`src/common/tcm_pkg.sv`:
```
// timer capture/mode control: register map, field positions, reset values, codes
// assumes a 32-bit apb slave with word-aligned register offsets
package tcm_pkg;

    // register byte offsets
    localparam logic [7:0] OFF_ENABLE   = 8'h00;
    localparam logic [7:0] OFF_RUN      = 8'h04;
    localparam logic [7:0] OFF_CONTROL  = 8'h08;
    localparam logic [7:0] OFF_MODE     = 8'h0c;
    localparam logic [7:0] OFF_FFCTRL   = 8'h10;
    localparam logic [7:0] OFF_UPCOUNT  = 8'h1c;
    localparam logic [7:0] OFF_CMP0     = 8'h20;
    localparam logic [7:0] OFF_CMP1     = 8'h24;
    localparam logic [7:0] OFF_CAP0     = 8'h28;
    localparam logic [7:0] OFF_CAP1     = 8'h2c;

    // enable / run fields
    localparam int BIT_BLOCK_EN   = 7;
    localparam int BIT_PRESC_RUN  = 2;
    localparam int BIT_COUNT_RUN  = 0;

    // control fields
    localparam int BIT_DBL_BUF    = 7;
    localparam int BIT_SYNC_START = 5;
    localparam int BIT_IDLE_RUN   = 3;
    localparam int BIT_TRIG_EDGE  = 1;
    localparam int BIT_START_SRC  = 0;

    // mode fields
    localparam int BIT_SOFT_CAP   = 6;
    localparam int POS_CAP_TIMING = 4;
    localparam int BIT_MATCH_CLR  = 3;
    localparam int POS_CLK_SEL    = 0;

    // flip-flop control fields
    localparam int BIT_TGL_CAP1   = 5;
    localparam int BIT_TGL_CAP0   = 4;
    localparam int BIT_TGL_MATCH1 = 3;
    localparam int BIT_TGL_MATCH0 = 2;

    // reset values and fixed read-back patterns
    localparam logic [7:0]  RST_CONTROL  = 8'h00;
    localparam logic [7:0]  RST_MODE     = 8'h00;
    localparam logic [3:0]  RST_FFTGL    = 4'h0;
    localparam logic [15:0] RST_CMP      = 16'h0000;
    localparam logic [7:0]  FFCTRL_ONES  = 8'hc3;

    // capture timing codes
    localparam logic [1:0] CAP_OFF      = 2'b00;
    localparam logic [1:0] CAP_PIN      = 2'b10;
    localparam logic [1:0] CAP_FLIPFLOP = 2'b11;

    // flip-flop force codes
    localparam logic [1:0] FF_INVERT    = 2'b00;
    localparam logic [1:0] FF_SET       = 2'b01;
    localparam logic [1:0] FF_CLEAR     = 2'b10;

    // count clock select: code 0 is the input pin, 1..7 prescaler taps
    localparam logic [2:0] CLK_PIN      = 3'b000;
    localparam int         NUM_TAPS     = 7;
    localparam int         TAP_DIV [NUM_TAPS] = '{1, 4, 16, 32, 64, 128, 256};
    localparam int         PRESC_W      = 8;

    // start sequencer
    typedef enum logic [1:0] {
        TCM_STOPPED = 2'b00,
        TCM_ARMED   = 2'b01,
        TCM_COUNT   = 2'b10
    } tcm_state_e;

endpackage : tcm_pkg

```
`src/rtl/tcm_timer.sv`:
```
// one 16-bit up-counting timer channel with start, clock, clear and capture control
// assumes apb master on ref_clk; pins are synchronous to ref_clk
//
// The address map and the APB slave port were left to the implementer.
`timescale 1ns/1ps
module tcm_timer
    import tcm_pkg::*;
#(
    parameter int ADDR_W = 8
)(
    // clock and reset
    input  wire logic              ref_clk,
    input  wire logic              rstn,
    // apb slave
    input  wire logic              psel,
    input  wire logic              penable,
    input  wire logic              pwrite,
    input  wire logic [ADDR_W-1:0] paddr,
    input  wire logic [31:0]       pwdata,
    output logic [31:0]            prdata,
    output logic                   pready,
    output logic                   pslverr,
    // pins and system levels
    input  wire logic              timer_input_pin,
    input  wire logic              idle_mode,
    input  wire logic              sync_start_in,
    output logic                   timer_flipflop_out,
    output logic                   count_running
);

    // address match, used by read and write decode
    function automatic logic hit(input logic [ADDR_W-1:0] a, input logic [7:0] off);
        hit = (a == ADDR_W'(off));
    endfunction : hit

    function automatic logic mapped(input logic [ADDR_W-1:0] a);
        mapped = hit(a, OFF_ENABLE) | hit(a, OFF_RUN) | hit(a, OFF_CONTROL) | hit(a, OFF_MODE)
               | hit(a, OFF_FFCTRL) | hit(a, OFF_UPCOUNT) | hit(a, OFF_CMP0) | hit(a, OFF_CMP1)
               | hit(a, OFF_CAP0) | hit(a, OFF_CAP1);
    endfunction : mapped

    // registers
    logic              blk_en_q;
    logic              cnt_run_q;
    logic              presc_run_q;
    logic [7:0]        ctrl_q;
    logic [7:0]        mode_q;
    logic [3:0]        fftgl_q;
    logic [15:0]       cmp0_buf_q;
    logic [15:0]       cmp1_buf_q;
    logic [15:0]       cmp0_q;
    logic [15:0]       cmp1_q;
    logic [15:0]       cap0_q;
    logic [15:0]       cap1_q;
    logic [15:0]       cnt_q;
    logic              ff_q;
    logic              ff_prev_q;
    logic              pin_prev_q;
    logic              running_q;
    logic [31:0]       prdata_q;
    logic              pready_q;
    logic              pslverr_q;
    tcm_state_e        state_q;
    tcm_state_e        state_d;

    // bus decode, clock select and event nets
    logic              wr_go;
    logic              rd_setup;
    logic              wr_ctl;
    logic [NUM_TAPS-1:0] tap_tick;
    logic              pin_rise;
    logic              pin_fall;
    logic              ff_rise;
    logic              ff_fall;
    logic              trig_edge;
    logic              tick;
    logic              cnt_go;
    logic              match0;
    logic              match1;
    logic              soft_cap;
    logic              cap0_ev;
    logic              cap1_ev;
    logic              ff_toggle;
    logic [1:0]        cap_mode;
    logic [2:0]        clk_sel;

    // write completes at the edge where the access phase sees pready
    assign wr_go    = psel && penable && pready_q && pwrite;
    assign rd_setup = psel && !penable && !pwrite;
    assign wr_ctl   = wr_go && blk_en_q;
    assign cap_mode = mode_q[POS_CAP_TIMING +: 2];
    assign clk_sel  = mode_q[POS_CLK_SEL +: 3];

    // prescaler taps
    tcm_prescaler u_presc (
        .ref_clk   (ref_clk),
        .rstn      (rstn),
        .presc_run (presc_run_q && blk_en_q),
        .tap_tick  (tap_tick)
    );

    // edge detection on pin and timer flip-flop
    assign pin_rise  = timer_input_pin && !pin_prev_q;
    assign pin_fall  = !timer_input_pin && pin_prev_q;
    assign ff_rise   = ff_q && !ff_prev_q;
    assign ff_fall   = !ff_q && ff_prev_q;
    assign trig_edge = ctrl_q[BIT_TRIG_EDGE] ? pin_fall : pin_rise;

    // count source: pin edges or a prescaler tap
    assign tick = (clk_sel == CLK_PIN) ? pin_rise : tap_tick[clk_sel - 3'd1];

    // counting stops in idle mode unless idle running is enabled
    assign cnt_go = blk_en_q && (state_q == TCM_COUNT) && tick
                 && !(idle_mode && !ctrl_q[BIT_IDLE_RUN]);
    assign match0 = cnt_go && (cnt_q == cmp0_q);
    assign match1 = cnt_go && (cnt_q == cmp1_q);

    // capture events
    assign soft_cap = wr_ctl && hit(paddr, OFF_MODE) && !pwdata[BIT_SOFT_CAP];
    assign cap0_ev  = soft_cap
                   || (cap_mode == CAP_PIN && pin_rise)
                   || (cap_mode == CAP_FLIPFLOP && ff_rise);
    assign cap1_ev  = (cap_mode == CAP_PIN && pin_fall)
                   || (cap_mode == CAP_FLIPFLOP && ff_fall);
    assign ff_toggle = (match0 && fftgl_q[BIT_TGL_MATCH0 - 2]) || (match1 && fftgl_q[BIT_TGL_MATCH1 - 2])
                    || (cap0_ev && fftgl_q[BIT_TGL_CAP0 - 2]) || (cap1_ev && fftgl_q[BIT_TGL_CAP1 - 2]);

    // apb answer: ready one cycle after setup, no wait states
    always_ff @(posedge ref_clk or negedge rstn)
    begin
        if (!rstn)
        begin
            pready_q  <= 1'b0;
            pslverr_q <= 1'b0;
        end
        else
        begin
            pready_q  <= psel && !penable;
            pslverr_q <= psel && !penable && !mapped(paddr);
        end
    end

    // read data latched in setup; other registers read zero while disabled
    always_ff @(posedge ref_clk or negedge rstn)
    begin
        if (!rstn)
            prdata_q <= '0;
        else if (rd_setup)
        begin
            prdata_q <= '0;
            if (hit(paddr, OFF_ENABLE))
                prdata_q[BIT_BLOCK_EN] <= blk_en_q;
            else if (blk_en_q)
            begin
                if (hit(paddr, OFF_RUN))
                begin
                    prdata_q[BIT_PRESC_RUN] <= presc_run_q;
                    prdata_q[BIT_COUNT_RUN] <= cnt_run_q;
                end
                if (hit(paddr, OFF_CONTROL))
                    prdata_q[7:0] <= ctrl_q;
                if (hit(paddr, OFF_MODE))
                    prdata_q[7:0] <= mode_q | (8'h01 << BIT_SOFT_CAP);
                if (hit(paddr, OFF_FFCTRL))
                    prdata_q[7:0] <= FFCTRL_ONES | {2'b00, fftgl_q, 2'b00};
                if (hit(paddr, OFF_UPCOUNT))
                    prdata_q[15:0] <= cnt_q;
                if (hit(paddr, OFF_CMP0))
                    prdata_q[15:0] <= cmp0_buf_q;
                if (hit(paddr, OFF_CMP1))
                    prdata_q[15:0] <= cmp1_buf_q;
                if (hit(paddr, OFF_CAP0))
                    prdata_q[15:0] <= cap0_q;
                if (hit(paddr, OFF_CAP1))
                    prdata_q[15:0] <= cap1_q;
            end
        end
    end

    // enable register always writable; the rest only while enabled
    always_ff @(posedge ref_clk or negedge rstn)
    begin
        if (!rstn)
        begin
            blk_en_q    <= 1'b0;
            cnt_run_q   <= 1'b0;
            presc_run_q <= 1'b0;
            ctrl_q      <= RST_CONTROL;
            mode_q      <= RST_MODE;
            fftgl_q     <= RST_FFTGL;
        end
        else
        begin
            if (wr_go && hit(paddr, OFF_ENABLE))
                blk_en_q <= pwdata[BIT_BLOCK_EN];
            if (wr_ctl && hit(paddr, OFF_RUN))
            begin
                cnt_run_q   <= pwdata[BIT_COUNT_RUN];
                presc_run_q <= pwdata[BIT_PRESC_RUN];
            end
            if (wr_ctl && hit(paddr, OFF_CONTROL))
                ctrl_q <= {pwdata[7:5], 1'b0, pwdata[3:0]};                     // bit 4 always reads zero
            // soft capture bit is write-only and never stored
            if (wr_ctl && hit(paddr, OFF_MODE))
                mode_q <= pwdata[7:0] & ~(8'h01 << BIT_SOFT_CAP);
            if (wr_ctl && hit(paddr, OFF_FFCTRL))
                fftgl_q <= pwdata[5:2];
        end
    end

    // compare registers: staged when double buffered, loaded on compare 1 match or stop
    always_ff @(posedge ref_clk or negedge rstn)
    begin
        if (!rstn)
        begin
            cmp0_buf_q <= RST_CMP;
            cmp1_buf_q <= RST_CMP;
            cmp0_q     <= RST_CMP;
            cmp1_q     <= RST_CMP;
        end
        else
        begin
            if (wr_ctl && hit(paddr, OFF_CMP0))
                cmp0_buf_q <= pwdata[15:0];
            if (wr_ctl && hit(paddr, OFF_CMP1))
                cmp1_buf_q <= pwdata[15:0];
            if (!ctrl_q[BIT_DBL_BUF])
            begin
                if (wr_ctl && hit(paddr, OFF_CMP0))
                    cmp0_q <= pwdata[15:0];
                if (wr_ctl && hit(paddr, OFF_CMP1))
                    cmp1_q <= pwdata[15:0];
            end
            else if (match1 || !cnt_run_q)
            begin
                cmp0_q <= cmp0_buf_q;
                cmp1_q <= cmp1_buf_q;
            end
        end
    end

    // start sequencer
    always_comb
    begin
        state_d = state_q;
        case (state_q)
            TCM_STOPPED:
            begin
                if (cnt_run_q && blk_en_q && (!ctrl_q[BIT_SYNC_START] || sync_start_in))
                    state_d = ctrl_q[BIT_START_SRC] ? TCM_ARMED : TCM_COUNT;
            end
            TCM_ARMED:
            begin
                if (trig_edge)
                    state_d = TCM_COUNT;
            end
            TCM_COUNT:
                state_d = TCM_COUNT;
            default:
                state_d = TCM_STOPPED;
        endcase
        if (!cnt_run_q)
            state_d = TCM_STOPPED;
    end

    always_ff @(posedge ref_clk or negedge rstn)
    begin
        if (!rstn)
        begin
            state_q   <= TCM_STOPPED;
            running_q <= 1'b0;
        end
        else
        begin
            state_q   <= state_d;
            running_q <= (state_d == TCM_COUNT);
        end
    end

    // up-counter: stop clears, optional clear on compare 1 match
    always_ff @(posedge ref_clk or negedge rstn)
    begin
        if (!rstn)
            cnt_q <= '0;
        else if (!cnt_run_q)
            cnt_q <= '0;
        else if (cnt_go)
            cnt_q <= (mode_q[BIT_MATCH_CLR] && cnt_q == cmp1_q) ? 16'h0000 : cnt_q + 16'h0001;
    end

    // capture registers
    always_ff @(posedge ref_clk or negedge rstn)
    begin
        if (!rstn)
        begin
            cap0_q <= '0;
            cap1_q <= '0;
        end
        else if (blk_en_q)
        begin
            if (cap0_ev)
                cap0_q <= cnt_q;
            if (cap1_ev)
                cap1_q <= cnt_q;
        end
    end

    // timer flip-flop: software force wins over event toggles
    always_ff @(posedge ref_clk or negedge rstn)
    begin
        if (!rstn)
        begin
            ff_q       <= 1'b0;
            ff_prev_q  <= 1'b0;
            pin_prev_q <= 1'b0;
        end
        else
        begin
            ff_prev_q  <= ff_q;
            pin_prev_q <= timer_input_pin;
            if (wr_ctl && hit(paddr, OFF_FFCTRL) && pwdata[1:0] != 2'b11)
            begin
                case (pwdata[1:0])
                    FF_INVERT: ff_q <= !ff_q;
                    FF_SET:    ff_q <= 1'b1;
                    FF_CLEAR:  ff_q <= 1'b0;
                    default:   ff_q <= ff_q;
                endcase
            end
            else if (ff_toggle && blk_en_q)
                ff_q <= !ff_q;
        end
    end

    // outputs straight from flops
    assign prdata             = prdata_q;
    assign pready             = pready_q;
    assign pslverr            = pslverr_q;
    assign timer_flipflop_out = ff_q;
    assign count_running      = running_q;
endmodule : tcm_timer

```
`src/rtl/tcm_prescaler.sv`:
```
// prescaler: divider that counts while presc_run is high, producing one-cycle tap pulses
// assumes the run level is synchronous to ref_clk; stop clears the divider
`timescale 1ns/1ps
module tcm_prescaler
    import tcm_pkg::*;
(
    // clock and reset
    input  wire logic                ref_clk,
    input  wire logic                rstn,
    // control
    input  wire logic                presc_run,
    // tap pulses, one per divide ratio
    output logic [NUM_TAPS-1:0]      tap_tick
);

    logic [PRESC_W-1:0] presc_q;

    // divider counts while running, clears when stopped
    always_ff @(posedge ref_clk or negedge rstn)
    begin
        if (!rstn)
            presc_q <= '0;
        else if (presc_run)
            presc_q <= presc_q + 8'h01;
        else
            presc_q <= '0;
    end

    // a tap fires when the low bits of the divider are all ones
    generate
        for (genvar i = 0; i < NUM_TAPS; i++)
        begin : g_tap
            localparam logic [PRESC_W-1:0] MASK = PRESC_W'(TAP_DIV[i] - 1);
            assign tap_tick[i] = presc_run && ((presc_q & MASK) == MASK);
        end
    endgenerate

endmodule : tcm_prescaler

```
`config.mk`:
```
export PLATFORM = sky130hd
export DESIGN_NAME = tcm_timer
export DESIGN_NICKNAME = d
export VERILOG_FILES = /design/src/common/tcm_pkg.sv /design/src/rtl/tcm_timer.sv /design/src/rtl/tcm_prescaler.sv
export SDC_FILE = /design/constraint.sdc
export NUM_CORES = 1
export LEC_CHECK = 0
export BUFFER_PORTS_ARGS = -buffer_cell sky130_fd_sc_hd__clkbuf_2
export CAP_MARGIN = 20
export CELL_PAD_IN_SITES_DETAIL_PLACEMENT = 1
export CELL_PAD_IN_SITES_GLOBAL_PLACEMENT = 2
export CORE_MARGIN = 2
export CORE_UTILIZATION = 40
export DETAILED_ROUTE_END_ITERATION = 16
export PLACE_DENSITY = 0.78
export SLEW_MARGIN = 10
export SYNTH_ARGS = -nofsm -noshare
export SYNTH_HDL_FRONTEND = slang
export SYNTH_SLANG_ARGS = --single-unit
```
`constraint.sdc`:
```
create_clock -name ref_clk -period 3.4 [get_ports ref_clk]
set_input_delay 0.34 -clock ref_clk [delete_from_list [all_inputs] [get_ports ref_clk]]
set_output_delay 0.34 -clock ref_clk [all_outputs]
set_load 0.02 [all_outputs]
```
Word level (Yosys, flattened, before mapping)

Cells that the tools add are included.

Flip-flop bits (word level): 165
Output and inout bits: 36
Logic and storage cells: 176

Add/subtract/negate cells: 3
$lt $le $gt $ge: 1
Eq/ne operators: 28
Multiplexer cells: 36
Bitwise gates (word level): 9
Reductions and logical operators: 77

Operators with widths:

| kind                  | count |
|---|---|
| $mux 16               | 15 |
| $logic_and 1x1->1     | 45 |
| $mux 8                | 5 |
| $eq 16x16->1          | 2 |
| $eq 8x6->1 const B    | 4 |
| $add 16x1->16 const B | 1 |
| $eq 8x4->1 const B    | 2 |
| $eq 8x5->1 const B    | 2 |
| $eq 2x2->1 const B    | 6 |
| $logic_not 1->1       | 12 |
| $reduce_and 2->1      | 5 |
| $or 1x1->1            | 9 |
| $add 8x1->8 const B   | 1 |
| $eq 8x3->1 const B    | 1 |
| $eq 8x8->1 const B    | 1 |
| $logic_not 8->1       | 1 |
| $logic_or 1x1->1      | 8 |
| $mux 1                | 8 |
| $mux 2                | 4 |
| $eq 7x7->1 const B    | 1 |
| $mux 7                | 1 |
| $eq 6x6->1 const B    | 1 |
| $pmux 2 s3            | 1 |
| $reduce_bool 2->1     | 3 |
| other kinds (12)      | 15 |

Depth between registers and ports, before layout

Depth in word-level cells: 15
Mapped depth: 11
Gate-level depth less buffers: 9

Cells and area by module

A second synthesis with hierarchy kept.

Cells, all modules: 861
Area, all modules: 8943.6 um^2

By module, submodules not included:

| module        | times used | cells an instance | area each (um^2) | seq. area each (um^2) |
|---|---|---|---|---|
| tcm_timer     | 1          | 819               | 8516.9           | 3928.8 |
| tcm_prescaler | 1          | 42                | 426.7            | 200.2 |

Worst setup path before layout

OpenSTA, ideal clock, no wires.

Path type: in2reg
Start point: in paddr[7]
End point: reg cmp1_q[10]
Data arrival time: 2.520 ns
Setup slack: 0.755 ns
Stages on the path: 8
Path buffers: 2
Path through: or4b_1 buf_2 nor4_4 nand2_4 buf_6 mux2_4 mux2_2 mux2_2

Cells in the longest elaborated chain, start to end: 4

RTL lines:

| element                     | RTL line         | source |
|---|---|---|
| from (decl)                 | tcm_timer.sv:18  | `input wire logic [ADDR_W-1:0] paddr,` |
| $eq 8x6->1                  | tcm_timer.sv:33  | `hit = (a == ADDR_W'(off));` |
| $logic_and 1x1->1           | tcm_timer.sv:231 | `if (wr_ctl && hit(paddr, OFF_CMP1))` |
| $reduce_bool 2->1 (no line) | n/a              |  |
| $reduce_and 2->1 (no line)  | n/a              |  |
| to (signal assigned)        | tcm_timer.sv:232 | `cmp1_q <= pwdata[15:0];` |
| to (signal assigned)        | tcm_timer.sv:237 | `cmp1_q <= cmp1_buf_q;` |
| to (decl)                   | tcm_timer.sv:52  | `logic [15:0] cmp1_q;` |

No other way between the ends.
A chain may end at the register's enable or synchronous reset.

Worst setup path after layout

Start point: reg mode_q[0]
End point: reg cmp1_q[1]

Cells in the longest elaborated chain, start to end: 10
Elaborated cells on any way between the ends: 11

RTL lines:

| element                        | RTL line         | source |
|---|---|---|
| from (decl)                    | tcm_timer.sv:47  | `logic [7:0] mode_q;` |
| from (signal assigned)         | tcm_timer.sv:205 | `mode_q <= pwdata[7:0] & ~(8'h01 << BIT_SOFT_CAP);` |
| $sub 3x1->3                    | tcm_timer.sv:110 | `assign tick = (clk_sel == CLK_PIN) ? pin_rise : tap_tick[clk_sel - 3'd1];` |
| $bmux 1 s3                     | tcm_timer.sv:110 |  |
| $mux 1 (not written as such)   | tcm_timer.sv:110 |  |
| $mux 1 (*)                     | tcm_timer.sv:110 |  |
| $logic_and 1x1->1 (*)          | tcm_timer.sv:113 | `assign cnt_go = blk_en_q && (state_q == TCM_COUNT) && tick` |
| $logic_and 1x1->1 (*)          | tcm_timer.sv:114 | `&& !(idle_mode && !ctrl_q[BIT_IDLE_RUN]);` |
| $logic_and 1x1->1 (*)          | tcm_timer.sv:116 | `assign match1 = cnt_go && (cnt_q == cmp1_q);` |
| $logic_or 1x1->1 (*)           | tcm_timer.sv:234 | `else if (match1 \|\| !cnt_run_q)` |
| $ne 2x1->1 (no line) (*)       | n/a              |  |
| $reduce_and 2->1 (no line) (*) | n/a              |  |

Every way passes the cells marked *; elsewhere a longest branch is shown, timed or not. The select of a mux whose other input is x is not followed.

==> flow_summary.toml <==
[drt]
drc_violations_left = 0
met3_wirelength_um = 1415
route.met2.wl_um = 12920
routed_wire_length_per_instance_um = 23.63
routed_via_density = 5.965
drt-pass1-iter-count = 6
dr.first_iter.drc_count = 476
routed_wirelength_um = 26960
vias = 6806
wl_met1_um = 12220
drtAntennaViolNets = 0
maxUsedRoutingLayer = "met4"

[min_path]
min_path_cells = 1
class_of_the_tightest_hold_or_removal_check = "in -> reg"
whs_endpoint = "pin_prev_q$_DFF_PN0_"
timing.hold.worst.start = "timer_input_pin"

[clocking]
clockRootBuffer = "sky130_fd_sc_hd__clkbuf_16"
clk-insertion-delay-late_ps = 440
tritoncts = "built"
cts_resized = 0
cts.path.max_buffers = 2
cts.repair_timing.setup_buffer_count = 0
ctsHtreeMaxLevel = 4
clk_transition_reported_paths_ps = 70
hold_buffers = 1
cts.sink_count = 165
numCtsBuffers = 17

[critical_path]
r2r-end = "cmp1_q[1]$_DFFE_PN0P_"
critical_path.startpoint_type = "flop"
end_kind = "flop"
critPathArrivalTime_ps = 3260
timing.critical_path.fanout_max = 32
type_of_the_worst_setup_path = "reg -> reg"
r2r_slack_ps = 460
crit-reg2reg-launch = "mode_q[0]$_DFFE_PN0N_"
worst-r2r-cell-count = 9
crit_required_ps = 3720

[logic_synthesis]
synth_cell_types = 72
post_synth_edffs = 0
postSynthAreaPerCell_sq_um = 11.10
yosys-top-cells-area = "sky130_fd_sc_hd__dfrtp_1 46%, sky130_fd_sc_hd__mux2_2 20%, sky130_fd_sc_hd__xnor2_1 3.4%, sky130_fd_sc_hd__nand2_1 2.5%, sky130_fd_sc_hd__a21oi_1 2.5%"
synth_cells = 807
synth-warning-count = 0
ys_seq_area_share_pct = 46.08
post_synth_instance_area_sq_um = 8961
primary_ff_master_synth = "sky130_fd_sc_hd__dfrtp_1"
synth_top_cell_area_share_pct = 46.08
async_flop_share_pct = 100.0
yosys_register_bits = 165
yosys.area.top_type = "sky130_fd_sc_hd__dfrtp_1"

[sta]
setup_viol_count_final = 0
max_freq_mhz = 339.9
post-route-min-period_ps = 2942
totalNegativeSetupSlack_ps = 0
timing.clock.skew_ps = 11.84
timing_max_transition_violations_final = 0
timing.max_slew.rel_slack_pct = 38.87
finalCritPeriodShare_pct = 86.52
report.final.hold_viol_count = 0
tightestPinTransition_ps = 916.9
setup_repair_after_global_routing_missed_its_margin = "false"

[placed_design]
hpwlAfterDp_um = 18910
place_congestion = 0.8816
io_buffers = 51

[power_and_ir_drop]
peak_supply_drop_mv = 0.2504
p_seq_share_pct = 47.2
sw_frac_of_total_pct = 23.76
p_total_mw = 4.164
p_leak_nw = 4.687
power_frac_comb_pct = 3.6
clock_power_share_pct = 49.2
intPower_mw = 3.175
power.net_switching_uw = 989.2
power-per-cell-area_nw_per_um2 = 410.9

[global_routing]
first_global_vias = 7346
track_usage_pct = 23.51
congestion_overflow_gr = 0
grt_antenna_before_repair = 0
grt_pass1_wl_um = 43130
grt_max_degree = 79

[floorplan]
chipHeight_um = 153.7
die_area_sq_um = 23620
initial_core_util_pct = 40.94
coreArea_sq_um = 21890
rows = 54
die_width_um = 153.7
boundaryPins = 84

[finish]
flow.area_growth_from_synthesis_pct = 13.08
fin_nets = 904
filler_cell_count = 2386
post_route_cells_drive_above_1_share_pct = 32.98
num_antenna_cells = 0

[run]
drv_cap = 0

[outcome]
outcome = "completed"
==> power by group through the flow <==
stage	combinational, mW	clock (mW)	sequential [mW]
4_1_cts	0.149	2.09	1.96
2_1_floorplan	0.0596	0	2.00
6_report	0.148	2.05	1.97
3_3_place_gp	0.143	0	2.00
5_1_grt	0.165	2.18	1.96
3_5_place_dp	0.148	0	2.00
==> registers in the layout, indices dropped and copies added (netlist names), 7 cells and up <==
signal	flops
cnt_q	16
cap0_q	16
cap1_q	16
ctrl_q	7
cmp1_buf_q	16
cmp1_q	16
prdata	16
cmp0_buf_q	16
cmp0_q	16
mode_q	7
u_presc.presc_q	8
==> cells in the mapped netlist (4+ instances only) <==
master,number
sky130_fd_sc_hd__a211oi_1,5
sky130_fd_sc_hd__a21boi_0,4
sky130_fd_sc_hd__a21oi_1,44
sky130_fd_sc_hd__a221o_1,4
sky130_fd_sc_hd__a222oi_1,8
sky130_fd_sc_hd__a22oi_1,8
sky130_fd_sc_hd__a31oi_1,5
sky130_fd_sc_hd__a32oi_1,4
sky130_fd_sc_hd__and2_1,4
sky130_fd_sc_hd__and3_1,11
sky130_fd_sc_hd__buf_1,5
sky130_fd_sc_hd__buf_2,8
sky130_fd_sc_hd__buf_4,16
sky130_fd_sc_hd__clkbuf_1,40
sky130_fd_sc_hd__dfrtp_1,165
sky130_fd_sc_hd__ha_1,8
sky130_fd_sc_hd__inv_1,8
sky130_fd_sc_hd__mux2_1,4
sky130_fd_sc_hd__mux2_2,157
sky130_fd_sc_hd__mux2_4,10
sky130_fd_sc_hd__nand2_1,59
sky130_fd_sc_hd__nand2b_1,7
sky130_fd_sc_hd__nand3_1,14
sky130_fd_sc_hd__nand4_1,11
sky130_fd_sc_hd__nand4b_1,8
sky130_fd_sc_hd__nor2_1,23
sky130_fd_sc_hd__nor3_1,7
sky130_fd_sc_hd__nor4_1,6
sky130_fd_sc_hd__o211ai_1,4
sky130_fd_sc_hd__o21ai_0,40
sky130_fd_sc_hd__o22ai_1,6
sky130_fd_sc_hd__or4_1,6
sky130_fd_sc_hd__xnor2_1,35
==> layout make-up <==
cell class	instances	area, sq um	area share (%)
clock buffers	17	425.4	4.198
clock inverters	15	193.9	1.914
inverters	9	33.78	0.3334
multi-input cells	577	4509	44.50
flip-flops and latches	165	4129	40.75
well taps	280	350.3	3.457
repair buffers	78	491.7	4.852
==> critical path, cell delays in order (launching register included) <==
cell,delay (ps)
sky130_fd_sc_hd__dfrtp_1,450
sky130_fd_sc_hd__inv_1,120
sky130_fd_sc_hd__ha_1,380
sky130_fd_sc_hd__a21oi_1,60
sky130_fd_sc_hd__a2bb2oi_1,130
sky130_fd_sc_hd__o41ai_1,390
sky130_fd_sc_hd__o21a_1,430
sky130_fd_sc_hd__a21o_1,230
sky130_fd_sc_hd__buf_12,240
sky130_fd_sc_hd__mux2_2,370
==> logic make-up (layout without fill, tap and decap cells) <==
kind of cell / count (synthesis) / count (layout) / synth area share [%]
xor+xnor: 38 / 38 / 3.714
mux: 172 / 172 / 22.02
other cells: 1 / 16 / 0.04185
fa+ha+maj: 8 / 8 / 1.117
flops: 165 / 165 / 46.08
compound gates: 162 / 162 / 11.77
simple gates: 181 / 181 / 10.96
buf+inv: 80 / 119 / 4.300
==> placed cells by master, fill, tap and decap left out, types with 14 or more instances in the layout <==
master	count
sky130_fd_sc_hd__dfrtp_1	165
sky130_fd_sc_hd__mux2_2	157
sky130_fd_sc_hd__nand2_1	59
sky130_fd_sc_hd__clkbuf_2	50
sky130_fd_sc_hd__a21oi_1	44
sky130_fd_sc_hd__o21ai_0	40
sky130_fd_sc_hd__xnor2_1	35
sky130_fd_sc_hd__buf_4	24
sky130_fd_sc_hd__nor2_1	23
sky130_fd_sc_hd__clkbuf_16	17
sky130_fd_sc_hd__conb_1	16
sky130_fd_sc_hd__nand3_1	14
==> per-layer routing <==
metal / GRT usage (%) / vias up
li1: - / 3020
met1: 32.64 / 3563
met2: 37.78 / 187
met3: 4.679 / 36
met4: 6.116 / 0
met5: 0 / -
==> through the flow <==
stage / cells / worst slack (ps) / util, % / cell area [sq um] / hold slack, ps
3_3_place_gp: 1108 / 473.4 / 43.42 / 9504 / 266.5
5_1_grt: 1141 / 265.6 / 46.29 / 10130 / 63.51
4_1_cts: 1141 / 456.0 / 46.29 / 10130 / 53.43
2_1_floorplan: 822 / 754.8 / - / 9017 / 44.41
3_5_place_dp: 1108 / 431.2 / 43.42 / 9504 / 274.8
6_report: 1141 / 458.2 / 46.29 / 10130 / 70.47
==> worst max-delay path by stage <==
stage                           from                     end  slack, ps  depth (start not counted)
6_report       mode_q[0]$_DFFE_PN0N_   cmp1_q[1]$_DFFE_PN0P_        460                          9
2_1_floorplan               paddr[7]  cmp1_q[10]$_DFFE_PN0P_        750                          8
3_3_place_gp                paddr[7]   cmp1_q[3]$_DFFE_PN0P_        470                          7
3_5_place_dp                paddr[7]  cmp1_q[14]$_DFFE_PN0P_        430                          7
5_1_grt        mode_q[0]$_DFFE_PN0N_   cmp1_q[1]$_DFFE_PN0P_        270                          9
4_1_cts        mode_q[0]$_DFFE_PN0N_  cmp1_q[10]$_DFFE_PN0P_        460                          9
Note: power is estimated with default switching activity, not from simulation.
